`src/logic/hcoc_pkg.sv`:
```
/*
  Constants and types for the hold and clock output control block.
  Assumes one 25 MHz clock and a 32-bit Avalon-MM slave port.
*/
// What this block does
// - Bit 9 shows request pin, low means request.
// - Bit 8 shows grant pin, low means granted.
// - Ignore bit 0: grant requests as soon as possible.
// - Ignore bit 1: never grant the bus.
// - Float bit 1: clock A floats during grant.
// - Float bit 0: clock A keeps running during grant.
// - Bit 5 runs clock A; cleared holds it low.
// - Bit 4 runs divide-by-four clock; cleared holds high.
// - Divide-by-four clock runs after reset.
// - Divide-by-four pin shared with I/O line 1.
// - Bit 3 runs divide-by-six clock; cleared holds high.
// - Divide-by-six clock runs after reset.
// - Divide-by-six pin shared with I/O line 2.
// - Bits 2..0 read zero, writes ignored.
// - Divided clock enables only in primary instance.
// - Clock switching is not glitch-free.
package hcoc_pkg;
  localparam logic [4:0] HCOC_ADDR_GLB_CTL = 5'h00;
  localparam logic [4:0] HCOC_ADDR_IO_FUNC = 5'h04;
  localparam logic [4:0] HCOC_ADDR_IO_OUT = 5'h08;
  localparam logic [4:0] HCOC_ADDR_IO_DIR = 5'h0C;
  localparam logic [4:0] HCOC_ADDR_IO_IN = 5'h10;
  localparam int HCOC_BIT_HOLD_REQ = 9;
  localparam int HCOC_BIT_GRANT = 8;
  localparam int HCOC_BIT_IGNORE = 7;
  localparam int HCOC_BIT_FLOAT_A = 6;
  localparam int HCOC_BIT_EN_A = 5;
  localparam int HCOC_BIT_EN_DIV4 = 4;
  localparam int HCOC_BIT_EN_DIV6 = 3;
  localparam int HCOC_BIT_IO1 = 1;
  localparam int HCOC_BIT_IO2 = 2;
  localparam logic HCOC_RST_IGNORE = 1'b0;
  localparam logic HCOC_RST_FLOAT_A = 1'b1;
  localparam logic HCOC_RST_EN_A = 1'b1;
  localparam logic HCOC_RST_EN_DIV4 = 1'b1;
  localparam logic HCOC_RST_EN_DIV6 = 1'b1;
  localparam int HCOC_DIV4 = 4;
  localparam int HCOC_DIV6 = 6;

  typedef enum logic [1:0] {
    HCOC_OWN,
    HCOC_GRANTED
  } hcoc_hold_t;

  typedef struct packed {
    logic o;
    logic oe;
  } hcoc_pin_t;
endpackage

```
`src/logic/hcoc_clkdiv.sv`:
```
/*
  Divided clock generator: a square wave at clock/DIV.
  Assumes DIV even and at least 2; output parks high when disabled.
*/
`timescale 1ns/1ns
module hcoc_clkdiv import hcoc_pkg::*; #(
  parameter int DIV = 4
) (
  input wire logic clock,
  input wire logic rst,
  input wire logic enable,
  output logic clk_out
);
  localparam int CW = $clog2(DIV);
  localparam logic [CW-1:0] HALF_LAST = CW'(DIV / 2 - 1);

  typedef struct packed {
    logic [CW-1:0] cnt;
    logic level;
  } hcoc_div_t;

  hcoc_div_t s_q;
  hcoc_div_t s_d;

  always_comb begin
    s_d = s_q;
    if (!enable) begin
      s_d.cnt = '0;
      s_d.level = 1'b1;
    end else if (s_q.cnt == HALF_LAST) begin
      s_d.cnt = '0;
      s_d.level = !s_q.level;
    end else begin
      s_d.cnt = s_q.cnt + CW'(1);
    end
  end

  always_ff @(posedge clock) begin
    if (rst) begin
      s_q <= '{cnt: '0, level: 1'b1};
    end else begin
      s_q <= s_d;
    end
  end

  assign clk_out = s_q.level;
endmodule

```
`src/logic/hcoc_top.sv`:
```
/*
  Global interface control, low half: bus hold handshake and
  clock output controls, behind an Avalon-MM slave with waitrequest.
  Assumes hold_req_n comes from a pin in another domain, and that the
  memory controller on the same clock reports mem_busy and obeys hold_active.
*/
// Decided for this implementation: register access over Avalon-MM and the register addresses.
`timescale 1ns/1ns
module hcoc_top import hcoc_pkg::*; #(
  parameter bit PRIMARY = 1'b1
) (
  input wire logic clock,
  input wire logic rst,
  input wire logic [4:0] avs_address,
  input wire logic avs_read,
  input wire logic avs_write,
  input wire logic [31:0] avs_writedata,
  input wire logic [3:0] avs_byteenable,
  output logic [31:0] avs_readdata,
  output logic avs_waitrequest,
  input wire logic hold_req_n,
  output logic bus_grant_ack_n,
  input wire logic mem_busy,
  output logic hold_active,
  output logic clkout_a_o,
  output logic clkout_a_oe,
  output logic div4_clock_out_o,
  output logic div4_clock_out_oe,
  output logic div6_clock_out_o,
  output logic div6_clock_out_oe,
  input wire logic [2:1] io_line_i
);
  typedef struct packed {
    logic wait_r;
    logic [31:0] rdata;
    logic [1:0] req_sync;
    logic [1:0] io1_sync;
    logic [1:0] io2_sync;
    hcoc_hold_t hold;
    logic ignore_bus_requests;
    logic clkout_a_float_in_grant;
    logic clkout_a_enable;
    logic div4_clock_enable;
    logic div6_clock_enable;
    logic [2:1] io_function_enable;
    logic [2:1] io_out;
    logic [2:1] io_dir;
    logic grant_n;
    logic hold_act;
    logic clk_a_level;
    hcoc_pin_t clk_a_pin;
    hcoc_pin_t div4_pin;
    hcoc_pin_t div6_pin;
  } hcoc_state_t;

  hcoc_state_t s_q;
  hcoc_state_t s_d;
  logic div4_raw;
  logic div6_raw;
  logic req_seen;
  logic access;
  logic commit_wr;
  logic [31:0] glb_view;
  logic [31:0] rd_mux;

  // Divided clocks run off the shared enables
  hcoc_clkdiv #(
    .DIV(HCOC_DIV4)
  ) u_div4 (
    .clock(clock),
    .rst(rst),
    .enable(s_q.div4_clock_enable),
    .clk_out(div4_raw)
  );

  hcoc_clkdiv #(
    .DIV(HCOC_DIV6)
  ) u_div6 (
    .clock(clock),
    .rst(rst),
    .enable(s_q.div6_clock_enable),
    .clk_out(div6_raw)
  );

  // Second stage only: request is active low
  assign req_seen = !s_q.req_sync[1];
  assign access = avs_read || avs_write;
  assign commit_wr = avs_write && !s_q.wait_r;

  always_comb begin
    glb_view = 32'h0000_0000;
    glb_view[HCOC_BIT_HOLD_REQ] = s_q.req_sync[1];
    glb_view[HCOC_BIT_GRANT] = s_q.grant_n;
    glb_view[HCOC_BIT_IGNORE] = s_q.ignore_bus_requests;
    glb_view[HCOC_BIT_FLOAT_A] = s_q.clkout_a_float_in_grant;
    glb_view[HCOC_BIT_EN_A] = s_q.clkout_a_enable;
    if (PRIMARY) begin
      glb_view[HCOC_BIT_EN_DIV4] = s_q.div4_clock_enable;
      glb_view[HCOC_BIT_EN_DIV6] = s_q.div6_clock_enable;
    end
  end

  always_comb begin
    rd_mux = 32'h0000_0000;
    case (avs_address)
      HCOC_ADDR_GLB_CTL: begin
        rd_mux = glb_view;
      end
      HCOC_ADDR_IO_FUNC: begin
        rd_mux[2:1] = s_q.io_function_enable;
      end
      HCOC_ADDR_IO_OUT: begin
        rd_mux[2:1] = s_q.io_out;
      end
      HCOC_ADDR_IO_DIR: begin
        rd_mux[2:1] = s_q.io_dir;
      end
      HCOC_ADDR_IO_IN: begin
        rd_mux[HCOC_BIT_IO1] = s_q.io1_sync[1];
        rd_mux[HCOC_BIT_IO2] = s_q.io2_sync[1];
      end
      default: begin
        rd_mux = 32'h0000_0000;
      end
    endcase
  end

  always_comb begin
    s_d = s_q;

    // Pin samples pass two flops first
    s_d.req_sync = {s_q.req_sync[0], hold_req_n};
    s_d.io1_sync = {s_q.io1_sync[0], io_line_i[1]};
    s_d.io2_sync = {s_q.io2_sync[0], io_line_i[2]};

    // Bus slave: one wait cycle, then answer
    if (access && s_q.wait_r) begin
      s_d.wait_r = 1'b0;
      s_d.rdata = avs_read ? rd_mux : 32'h0000_0000;
    end else begin
      s_d.wait_r = 1'b1;
    end

    if (commit_wr && avs_byteenable[0]) begin
      case (avs_address)
        HCOC_ADDR_GLB_CTL: begin
          s_d.ignore_bus_requests = avs_writedata[HCOC_BIT_IGNORE];
          s_d.clkout_a_float_in_grant = avs_writedata[HCOC_BIT_FLOAT_A];
          s_d.clkout_a_enable = avs_writedata[HCOC_BIT_EN_A];
          if (PRIMARY) begin
            s_d.div4_clock_enable = avs_writedata[HCOC_BIT_EN_DIV4];
            s_d.div6_clock_enable = avs_writedata[HCOC_BIT_EN_DIV6];
          end
        end
        HCOC_ADDR_IO_FUNC: begin
          s_d.io_function_enable = avs_writedata[2:1];
        end
        HCOC_ADDR_IO_OUT: begin
          s_d.io_out = avs_writedata[2:1];
        end
        HCOC_ADDR_IO_DIR: begin
          s_d.io_dir = avs_writedata[2:1];
        end
        default: begin
          s_d.io_out = s_q.io_out;
        end
      endcase
    end

    // Hold handshake
    case (s_q.hold)
      HCOC_OWN: begin
        if (req_seen && !s_q.ignore_bus_requests && !mem_busy) begin
          s_d.hold = HCOC_GRANTED;
        end
      end
      HCOC_GRANTED: begin
        if (!req_seen) begin
          s_d.hold = HCOC_OWN;
        end
      end
      default: begin
        s_d.hold = HCOC_OWN;
      end
    endcase
    s_d.grant_n = (s_d.hold != HCOC_GRANTED);
    s_d.hold_act = (s_d.hold == HCOC_GRANTED);

    // Clock A: half rate square wave, low when disabled
    if (s_q.clkout_a_enable) begin
      s_d.clk_a_level = !s_q.clk_a_level;
    end else begin
      s_d.clk_a_level = 1'b0;
    end
    s_d.clk_a_pin.o = s_d.clk_a_level;
    if (s_q.clkout_a_float_in_grant && s_d.hold == HCOC_GRANTED) begin
      s_d.clk_a_pin.oe = 1'b0;
    end else begin
      s_d.clk_a_pin.oe = 1'b1;
    end

    // Shared pins: divided clock or general-purpose line
    if (PRIMARY && !s_q.io_function_enable[HCOC_BIT_IO1]) begin
      s_d.div4_pin = '{o: div4_raw, oe: 1'b1};
    end else begin
      s_d.div4_pin = '{o: s_q.io_out[HCOC_BIT_IO1], oe: s_q.io_dir[HCOC_BIT_IO1]};
    end
    if (PRIMARY && !s_q.io_function_enable[HCOC_BIT_IO2]) begin
      s_d.div6_pin = '{o: div6_raw, oe: 1'b1};
    end else begin
      s_d.div6_pin = '{o: s_q.io_out[HCOC_BIT_IO2], oe: s_q.io_dir[HCOC_BIT_IO2]};
    end
  end

  always_ff @(posedge clock) begin
    if (rst) begin
      s_q.wait_r <= 1'b1;
      s_q.rdata <= 32'h0000_0000;
      s_q.req_sync <= 2'h3;
      s_q.io1_sync <= 2'h0;
      s_q.io2_sync <= 2'h0;
      s_q.hold <= HCOC_OWN;
      s_q.ignore_bus_requests <= HCOC_RST_IGNORE;
      s_q.clkout_a_float_in_grant <= HCOC_RST_FLOAT_A;
      s_q.clkout_a_enable <= HCOC_RST_EN_A;
      s_q.div4_clock_enable <= HCOC_RST_EN_DIV4;
      s_q.div6_clock_enable <= HCOC_RST_EN_DIV6;
      s_q.io_function_enable <= 2'h0;
      s_q.io_out <= 2'h0;
      s_q.io_dir <= 2'h0;
      s_q.grant_n <= 1'b1;
      s_q.hold_act <= 1'b0;
      s_q.clk_a_level <= 1'b0;
      s_q.clk_a_pin <= '{o: 1'b0, oe: 1'b1};
      s_q.div4_pin <= '{o: 1'b1, oe: 1'b1};
      s_q.div6_pin <= '{o: 1'b1, oe: 1'b1};
    end else begin
      s_q <= s_d;
    end
  end

  assign avs_readdata = s_q.rdata;
  assign avs_waitrequest = s_q.wait_r;
  assign bus_grant_ack_n = s_q.grant_n;
  assign hold_active = s_q.hold_act;
  assign clkout_a_o = s_q.clk_a_pin.o;
  assign clkout_a_oe = s_q.clk_a_pin.oe;
  assign div4_clock_out_o = s_q.div4_pin.o;
  assign div4_clock_out_oe = s_q.div4_pin.oe;
  assign div6_clock_out_o = s_q.div6_pin.o;
  assign div6_clock_out_oe = s_q.div6_pin.oe;
endmodule

```
`config.mk`:
```
export PLATFORM = sky130hd
export DESIGN_NAME = hcoc_top
export DESIGN_NICKNAME = d
export VERILOG_FILES = /design/src/logic/hcoc_pkg.sv /design/src/logic/hcoc_clkdiv.sv /design/src/logic/hcoc_top.sv
export SDC_FILE = /design/constraint.sdc
export NUM_CORES = 1
export LEC_CHECK = 0
export BUFFER_PORTS_ARGS = -buffer_cell sky130_fd_sc_hd__buf_2
export CORE_MARGIN = 3
export CORE_UTILIZATION = 50
export CTS_BUF_LIST = sky130_fd_sc_hd__clkbuf_16
export DETAILED_ROUTE_END_ITERATION = 10
export HOLD_SLACK_MARGIN = 0.06
export PLACE_DENSITY = 0.9
export SLEW_MARGIN = 20
export SYNTH_ARGS = -nofsm -noshare
export SYNTH_HDL_FRONTEND = slang
export SYNTH_HIERARCHICAL = 1
export SYNTH_SLANG_ARGS = --single-unit
```
`constraint.sdc`:
```
create_clock -name clock -period 3.3 [get_ports clock]
set_clock_uncertainty 0.15 [all_clocks]
set_input_delay 0.66 -clock clock [delete_from_list [all_inputs] [get_ports clock]]
set_output_delay 0.66 -clock clock [all_outputs]
set_load 0.03 [all_outputs]
```
Word level (Yosys, flattened, before mapping)
Cells that the tools add are included.
W data, S select, Z words.
{"block": "op_classes", "reduce_logical": 27, "add_sub_neg": 2, "n_mux": 10, "bitwise": 5, "n_eq_ne": 9}
{"operator": "$mux W32", "n": 1}
{"operator": "$eq A5 B4 Y1 const B", "n": 2}
{"operator": "$reduce_or A2 Y1", "n": 5}
{"operator": "$mux W2", "n": 4}
{"operator": "$pmux W2 S4", "n": 1}
{"operator": "$reduce_and A2 Y1", "n": 4}
{"operator": "$logic_not A1 Y1", "n": 7}
{"operator": "$mux W7", "n": 1}
{"operator": "$eq A2 B1 Y1 const B", "n": 3}
{"operator": "$logic_and A1 B1 Y1", "n": 6}
{"operator": "$reduce_or A3 Y1", "n": 2}
{"operator": "$eq A5 B3 Y1 const B", "n": 1}
{"operator": "$eq A5 B5 Y1 const B", "n": 1}
{"operator": "$logic_not A5 Y1", "n": 1}
{"operator": "$not A1 Y1", "n": 5}
{"operator": "$pmux W2 S2", "n": 1}
{"operator": "$add A3 B1 Y3 const B", "n": 1}
{"operator": "$eq A3 B2 Y1 const B", "n": 1}
{"operator": "$add A2 B1 Y2 const B", "n": 1}
{"operator": "$logic_not A2 Y1", "n": 1}
{"operator": "$mux W1", "n": 2}
{"operator": "$ne A2 B1 Y1 const B", "n": 1}
{"operator": "$logic_or A1 B1 Y1", "n": 1}
{"block": "word_totals", "ff_bits": 67, "wordCells": 79}

Logic depth before layout (Yosys ltp)
Gate-level depths: netlist of the first run.
{"block": "logic_depth", "depth_word": 8, "depth_mapped": 5, "depth_no_buf": 5}

Modules after synthesis
The synthesis of the first run kept the hierarchy.
{"module": "hcoc_top", "cells_each": 161, "area_per_inst_um2": 1629.1, "instances": 1, "seq_area_each_um2": 740.7}
{"module": "hcoc_clkdiv (u_div6)", "cells_each": 17, "area_per_inst_um2": 195.2, "instances": 1, "seq_area_each_um2": 80.1}
{"module": "hcoc_clkdiv (u_div4)", "cells_each": 10, "area_per_inst_um2": 115.1, "instances": 1, "seq_area_each_um2": 60.1}

Worst setup path before layout of the first run
No wires, ideal clock.
{"block": "synth_timing", "path_type": "input to register", "from": "input port avs_address[4]", "to": "register s_q[13] in the netlist's numbering", "path_slack_ns": 1.260, "setup_time_ns": 0.072, "cell_stages": 4, "t_arrival_ns": 1.819, "path_buffers": 1, "cell_sequence": "buf_4 -> nor4b_1 -> nor3b_1 -> mux2i_1"}
{"block": "synth_between", "elab_chain_cells": 2}
{"element": "start, declared", "line_no": "hcoc_top.sv:14", "text": "input wire logic [4:0] avs_address,"}
{"element": "$eq A5 B3 Y1", "line_no": "hcoc_top.sv:145", "text": "case (avs_address)"}
{"element": "$reduce_and A2 Y1 (no line)"}
{"element": "end, declared", "line_no": "hcoc_top.sv:56", "text": "hcoc_state_t s_q;"}
No other way between the ends.
A chain may end at the register's enable or synchronous reset.

Worst setup path in the final report of the first run
{"block": "layout_timing", "from": "input port avs_address[4]", "to": "register s_q[14] in the netlist's numbering"}
Same word-level chain as after synthesis.

==> reports/qor.yml, run 1 <==
status:
  status: "finished, final reports clean"
yosys:
  syn_area_mm2: 0.001939
  yosysSeqAreaShare: 0.4542
  async_reset_ff_frac: 0
  synth_top_flop_cell: "dfxtp_1"
  ys_ff_latch: 44
  syn_inst: 188
  synth_edf_count: 0
  synth.distinct_cells: 39
  synth_top_cell_by_area: "dfxtp_1"
  yosysWarnings: 6
  syn_avg_cell_area_um2: 10.32
  synth_area_leaders: "dfxtp_1 (45%), buf_4 (13%), mux2i_1 (5.7%)"
  synth_top_area_share: 0.4542
placement:
  hpwlAfterDp_um: 2382
  place.gp.congestion: 0.7713
  portBuffers: 38
  place_area_mm2: 0.002008
clock_tree:
  ctsRootBufferMaster: "clkbuf_16"
  max-clock-path-buffers: 2
  numCtsBuffers: 5
  cts_setup_buffers: 0
  insertion_delay_ns: 0.28
  htree_levels: 2
  cts_hold_buffers: 0
  cts_tree: "yes"
  clock-sinks: 44
  clkTransAtPathRegs_ns: 0.06
  cts_resized: 0
timing:
  worst_slew_pin_slew_ns: 0.6556
  rsz0062_at_grt: "false"
  slew_headroom: 0.5568
  finalSetupTns_ns: 0
  finalMaxSlewViolations: 0
  min_period_ns: 2.051
  fin_crit_sh: 0.6215
  max_clock_freq_mhz: 487.6
  finalHoldViolations: 0
  hold_ws_ns: 0.2639
  setup_violations: 0
global_routing:
  grt_pass1_wl_um: 5099
  antenna_found_initial: 0
  gr-total-overflow: 0
  grt_max_degree: 36
  grt_pass1_vias: 1176
  track_usage: 0.1504
layout:
  drive_gt1_frac: 0.2740
  fin_area_mm2: 0.002176
  layout.area.seq_um2: 880.8
  fin_nets: 270
  fill_cells: 320
  areaGrowthSynthToFinish_pct: 12.19
  final_util: 0.5899
  multi_input_area_um2: 865.8
  diodes: 0
power:
  seq_power_share: 0.449
  vdd.ir_drop.worst_v: 0.0004616
  power.leakage_nw: 0.9331
  power_density_mw_per_mm2: 583.8
  p_int_mw: 0.9653
  clock_power_share: 0.434
  p_total_mw: 1.270
  swShare: 0.2401
  pwr-share-comb: 0.117
  switchingPower_mw: 0.3050
route:
  num_vias: 1267
  top_layer_used: "met4"
  ant_nets: 0
  wl_met1_um: 1424
  wl_um: 3288
  drc_errors: 0
  drtIter0Drc: 60
  dr.pass1.iters: 4
  wl_met2_um: 1616
  post_drt_wl_per_cell_um: 12.31
  routed-wl-met3_um: 205
  viasPerCell: 4.745
setup_path:
  path_max_fanout: 9
  cp-end-kind: "flop"
  crit_path_start_kind: "input port"
  critical_path_class: "in2reg"
  arrival_ns: 2.12
  critPathRequiredTime_ns: 3.37
floorplan:
  fp-row-count: 22
  num_io_pins: 90
  fp.coreArea_mm2: 0.003689
  die-area_mm2: 0.004662
  start_util: 0.5258
  die_h_um: 68.28
  die_width_um: 68.28
min_path:
  hp-class: "reg2reg"
job:
  cap_violations: 0
-- power by group through the flow --
| stage | registers [mW] | clock network, mW | logic, mW |
|---|---|---|---|
| 6_report | 0.570 | 0.551 | 0.149 |
| 5_1_grt | 0.574 | 0.580 | 0.164 |
| 4_1_cts | 0.570 | 0.561 | 0.149 |
| 3_5_place_dp | 0.581 | 0 | 0.148 |
| 3_3_place_gp | 0.580 | 0 | 0.145 |
| 2_1_floorplan | 0.589 | 0 | 0.130 |
-- state kept, by name (all words and copies together), names as in the netlist --
signal and flops:
avs_readdata 9, avs_waitrequest 1, bus_grant_ack_n 1, clkout_a_o 1, clkout_a_oe 1, div4_clock_out_o 1
div4_clock_out_oe 1, div6_clock_out_o 1, div6_clock_out_oe 1, glb_view 6, hold_active 1, s_d 3
s_q 10, u_div4/clk_out 1, u_div4/s_q 2, u_div6/clk_out 1, u_div6/s_q 3
-- synth_stat cells, types with 3 or more instances --
cell type	count
nand2b_1	9
inv_1	3
ha_1	3
nand3b_1	3
mux2i_1	11
buf_4	33
nor2_1	11
nor3_1	3
nand3_1	3
nor2b_1	8
a22o_1	7
dfxtp_1	44
nand2_1	5
clkbuf_1	4
or2_2	4
-- path summary, 6_finish.rpt --
check / from / to / slack, ns / depth (start not counted)
worst max register to register: avs_waitrequest / s_q[14] / 1.78 / 3
worst min-delay path: s_d[27] / glb_view[9] / 0.26 / 1
worst max-delay path: avs_address[4] / s_q[14] / 1.25 / 4
worst min register to register: s_d[27] / glb_view[9] / 0.26 / 1
-- metrics by stage --
stage / instances / setup slack [ns]
floorplan: 211 / 1.260
global placement: 259 / 1.059
detailed placement: 259 / 0.9799
CTS: 267 / 1.272
global route: 267 / 1.163
finish: 267 / 1.249
-- area by class of cell --
class | instances | share of cell area
clock buffer | 5 | 0.05750
clock inverter | 3 | 0.01955
inverter | 3 | 0.005175
multi-input combinational | 126 | 0.3979
sequential | 44 | 0.4048
tap | 48 | 0.02760
timing repair buffer | 38 | 0.08741
-- worst max-delay path: stages --
cell     delay [ns]
buf_2          0.17
nor4b_1        0.58
nor3b_1        0.47
mux2i_1        0.23
-- kinds of logic after synthesis --
logic type,after synthesis,share of synthesized area
simple gates,64,0.2213
fa+ha+maj,3,0.01936
buf+inv,41,0.1439
flops,44,0.4542
xor+xnor,2,0.009034
mux,13,0.06839
other cells,1,0.001934
compound gates,20,0.08193
-- metal layers --
layer,global-route usage,vias to the layer above
met5,0,-
met4,0.05955,0
met3,0.06076,5
met2,0.2503,39
met1,0.1709,580
li1,-,643
-- cell usage in the layout (no fill, tap or decap), drive strengths merged --
cell and n:
or2 4, a22o 7, nand4b 1, nor4 3, bufinv 1, o21a 2, and3 1, and3b 1
a21oi 1, mux2 2, a21boi 2, nand2 5, buf 38, xnor2 2, nor3 4, clkinv 2
nor2b 10, ha 3, a211o 2, nand2b 11, or4 1, nor4b 2, nor2 13, mux2i 11
inv 3, clkbuf 5, nand3 3, dfxtp 44, a311oi 2, o31ai 1, nand3b 3, nor3b 2
a22oi 2, o21ai 1, conb 24
Note: power is estimated with default switching activity, not from simulation.
==> inputs of run 2 (changes only) <==
CORE_UTILIZATION = 46   (was 50)
PLACE_DENSITY = 0.84   (was 0.9)
clock period = 1.9 ns   (was 3.3 ns; I/O delays follow)
==> run 2 against run 1 <==
Compared with the run above: final area increased by 1.7%; critical path depth increased by 1; sequential power increased by 74%; non-clock buffer count is 8 higher; worst setup slack lost 0.93 ns.
==> reports/qor.yml, run 2 (synthesis gave the netlist of run 1 again) <==
status:
  status: "finished, final reports clean"
timing:
  worst_slew_pin_slew_ns: 0.4883  # -0.1673 ns
  max_clock_freq_mhz: 632.9
  min_period_ns: 1.580
  fin_crit_sh: 0.8316
  finalMaxSlewViolations: 0  # unchanged
  rsz0062_at_grt: "false"
  slew_headroom: 0.6715  # +0.1147
  finalHoldViolations: 0  # unchanged
  setup_violations: 0  # unchanged
  finalSetupTns_ns: 0  # unchanged
setup_path:
  reg2reg_to: "glb_view[4]"
  path_cells: "buf_2 > or4_4 > nor4_4 > buf_4 > a22o_1"
  arrival_ns: 1.66  # -0.46 ns
  critPathMaxStageDelay_ns: 0.58  # about the same
  critPathRequiredTime_ns: 1.98  # -1.39 ns
  reg2reg_depth: 3  # unchanged
  timing.rr.start: "avs_waitrequest"
  crit_slowest_cell: "or4_4"
  crit_family: "simple AND/OR/NAND/NOR gates"
  cp-end-kind: "flop"
  r2r_slack_ns: 0.48  # -1.30 ns
  crit_path_start_kind: "input port"
  critical_path_class: "in2reg"
  path_max_fanout: 7  # -2
  critPathBufInv: 2  # +1
placement:
  place_area_mm2: 0.002068  # +3.0%
  place.gp.congestion: 0.7594  # -1.5%
  hpwlAfterDp_um: 2572  # +8.0%
  dp.cells: 267  # +3.1%
  portBuffers: 38  # unchanged
layout:
  largest_register_ffs: 10  # unchanged
  diodes: 0  # unchanged
  fin_area_mm2: 0.002212  # +1.7%
  mostFrequentLayoutCell: "dfxtp_1"
  top_register: "s_q"
  fill_cells: 347  # +8.4%
  final_util: 0.5740  # -0.01587
  finalNonFillerCells: 275  # +3.0%
  final_cell_mix: "dfxtp_1 (44), buf_2 (38), conb_1 (24)"
  fin_nets: 278  # +3.0%
  drive_gt1_frac: 0.2996  # +0.02559
  areaGrowthSynthToFinish_pct: 14.06
route:
  ant_nets: 0  # unchanged
  wl_um: 3455  # +5.1%
  drc_errors: 0  # unchanged
  num_vias: 1342  # +5.9%
  post_drt_wl_per_cell_um: 12.56  # +2.0%
  drtIter0Drc: 75  # +25%
  dr.pass1.iters: 4  # unchanged
  viasPerCell: 4.880  # +2.8%
global_routing:
  grt_pass1_wl_um: 5595  # +9.7%
  grt_pass1_vias: 1216  # +3.4%
  grt_max_degree: 21  # -42%
  track_usage: 0.1444  # -0.006040
  antenna_found_initial: 0  # unchanged
  gr-total-overflow: 0  # unchanged
clock_tree:
  cts_hold_buffers: 0  # unchanged
  max-clock-path-buffers: 2  # unchanged
  insertion_delay_ns: 0.29  # about the same
  numCtsBuffers: 5  # unchanged
  clkTransAtPathRegs_ns: 0.06  # about the same
  clock-sinks: 44  # unchanged
  htree_levels: 2  # unchanged
  cts_tree: "yes"
  cts_resized: 0  # unchanged
  cts_setup_buffers: 0  # unchanged
  ctsRootBufferMaster: "clkbuf_16"
min_path:
  hp-class: "in2reg"
  min_path_cells: 2  # +1
  min_from: "hold_req_n"
  hold-path-endpoint: "s_d[27]"
job:
  cap_violations: 0  # unchanged
floorplan:
  fp-row-count: 22  # unchanged
  die_width_um: 70.93  # +3.9%
  fp.coreArea_mm2: 0.003854  # +4.5%
  num_io_pins: 90  # unchanged
  die-area_mm2: 0.005031  # +7.9%
  die_h_um: 70.93  # +3.9%
  start_util: 0.5032  # -0.02253
power:
  vdd.ir_drop.worst_v: 0.0004328  # -6.2%
  seq_power_share: 0.473  # +0.024
  swShare: 0.2602  # +0.02013
  power_density_mw_per_mm2: 946.9  # +62%
  pwr-share-comb: 0.129  # +0.012
  power.leakage_nw: 0.9558  # +2.4%
  switchingPower_mw: 0.5451  # +79%
  p_int_mw: 1.550  # +61%
  clock_power_share: 0.398  # -0.036
-- run 2: cell count changes in the layout (fill, tap and decap cells not counted) --
| cell | before | now |
|---|---|---|
| buf_4 | 0 | 8 |
| clkinvlp_4 | 0 | 2 |
| bufinv_16 | 1 | 0 |
| clkinv_4 | 1 | 0 |
-- run 2: layout make-up --
| class | instances | area (µm²) | share of cell area |
|---|---|---|---|
| Sequential cell | 44 | 880.8 | 0.3982 |
| Multi-Input combinational cell | 126 | 865.8 | 0.3914 |
| Timing Repair Buffer | 46 | 250.2 | 0.1131 |
| Clock buffer | 5 | 125.1 | 0.05656 |
| Tap cell | 48 | 60.06 | 0.02715 |
| Clock inverter | 3 | 18.77 | 0.008484 |
| Inverter | 3 | 11.26 | 0.005091 |
-- run 2: how the worst max path moves through the flow --
| stage | start | endpoint | cells past startpoint |
|---|---|---|---|
| after floorplan | avs_address[4] | s_q[13] | 4 |
| after global routing | avs_address[1] | avs_readdata[8] | 5 |
| after global placement | avs_address[1] | avs_readdata[9] | 5 |
| final | avs_address[1] | avs_readdata[9] | 5 |
| after detailed placement | avs_address[1] | avs_readdata[6] | 5 |
| after CTS | avs_address[1] | avs_readdata[6] | 5 |
-- run 2: layer usage --
metal	track usage	vias up	wire, µm
li1	-	663	-
met1	0.1770	622	1461
met2	0.2266	49	1668
met3	0.05398	8	278
met4	0.06263	0	47
met5	0	-	0
-- run 2: power groups by stage --
stage | Sequential, mW | Combinational [mW] | Clock (mW)
2_1_floorplan | 1.02 | 0.226 | 0
3_3_place_gp | 1.01 | 0.261 | 0
3_5_place_dp | 1.01 | 0.268 | 0
4_1_cts | 0.991 | 0.271 | 0.850
5_1_grt | 0.997 | 0.298 | 0.888
6_report | 0.991 | 0.270 | 0.833
-- run 2: worst register-to-register path, stage by stage (launching register included) --
cell	delay, ns
dfxtp_1	0.34
nand3b_1	0.27
nor3_4	0.36
mux2i_1	0.23
-- run 2: stage by stage --
| step | setup WS, ns | power [mW] | hold slack, ns |
|---|---|---|---|
| 2_1_floorplan | 0.1396 | 1.249 | 0.2217 |
| 3_3_place_gp | 0.05838 | 1.271 | 0.2380 |
| 3_5_place_dp | 0.02509 | 1.280 | 0.2405 |
| 4_1_cts | 0.3256 | 2.112 | 0.1195 |
| 5_1_grt | 0.2535 | 2.183 | 0.1244 |
| 6_report | 0.3200 | 2.095 | 0.1235 |
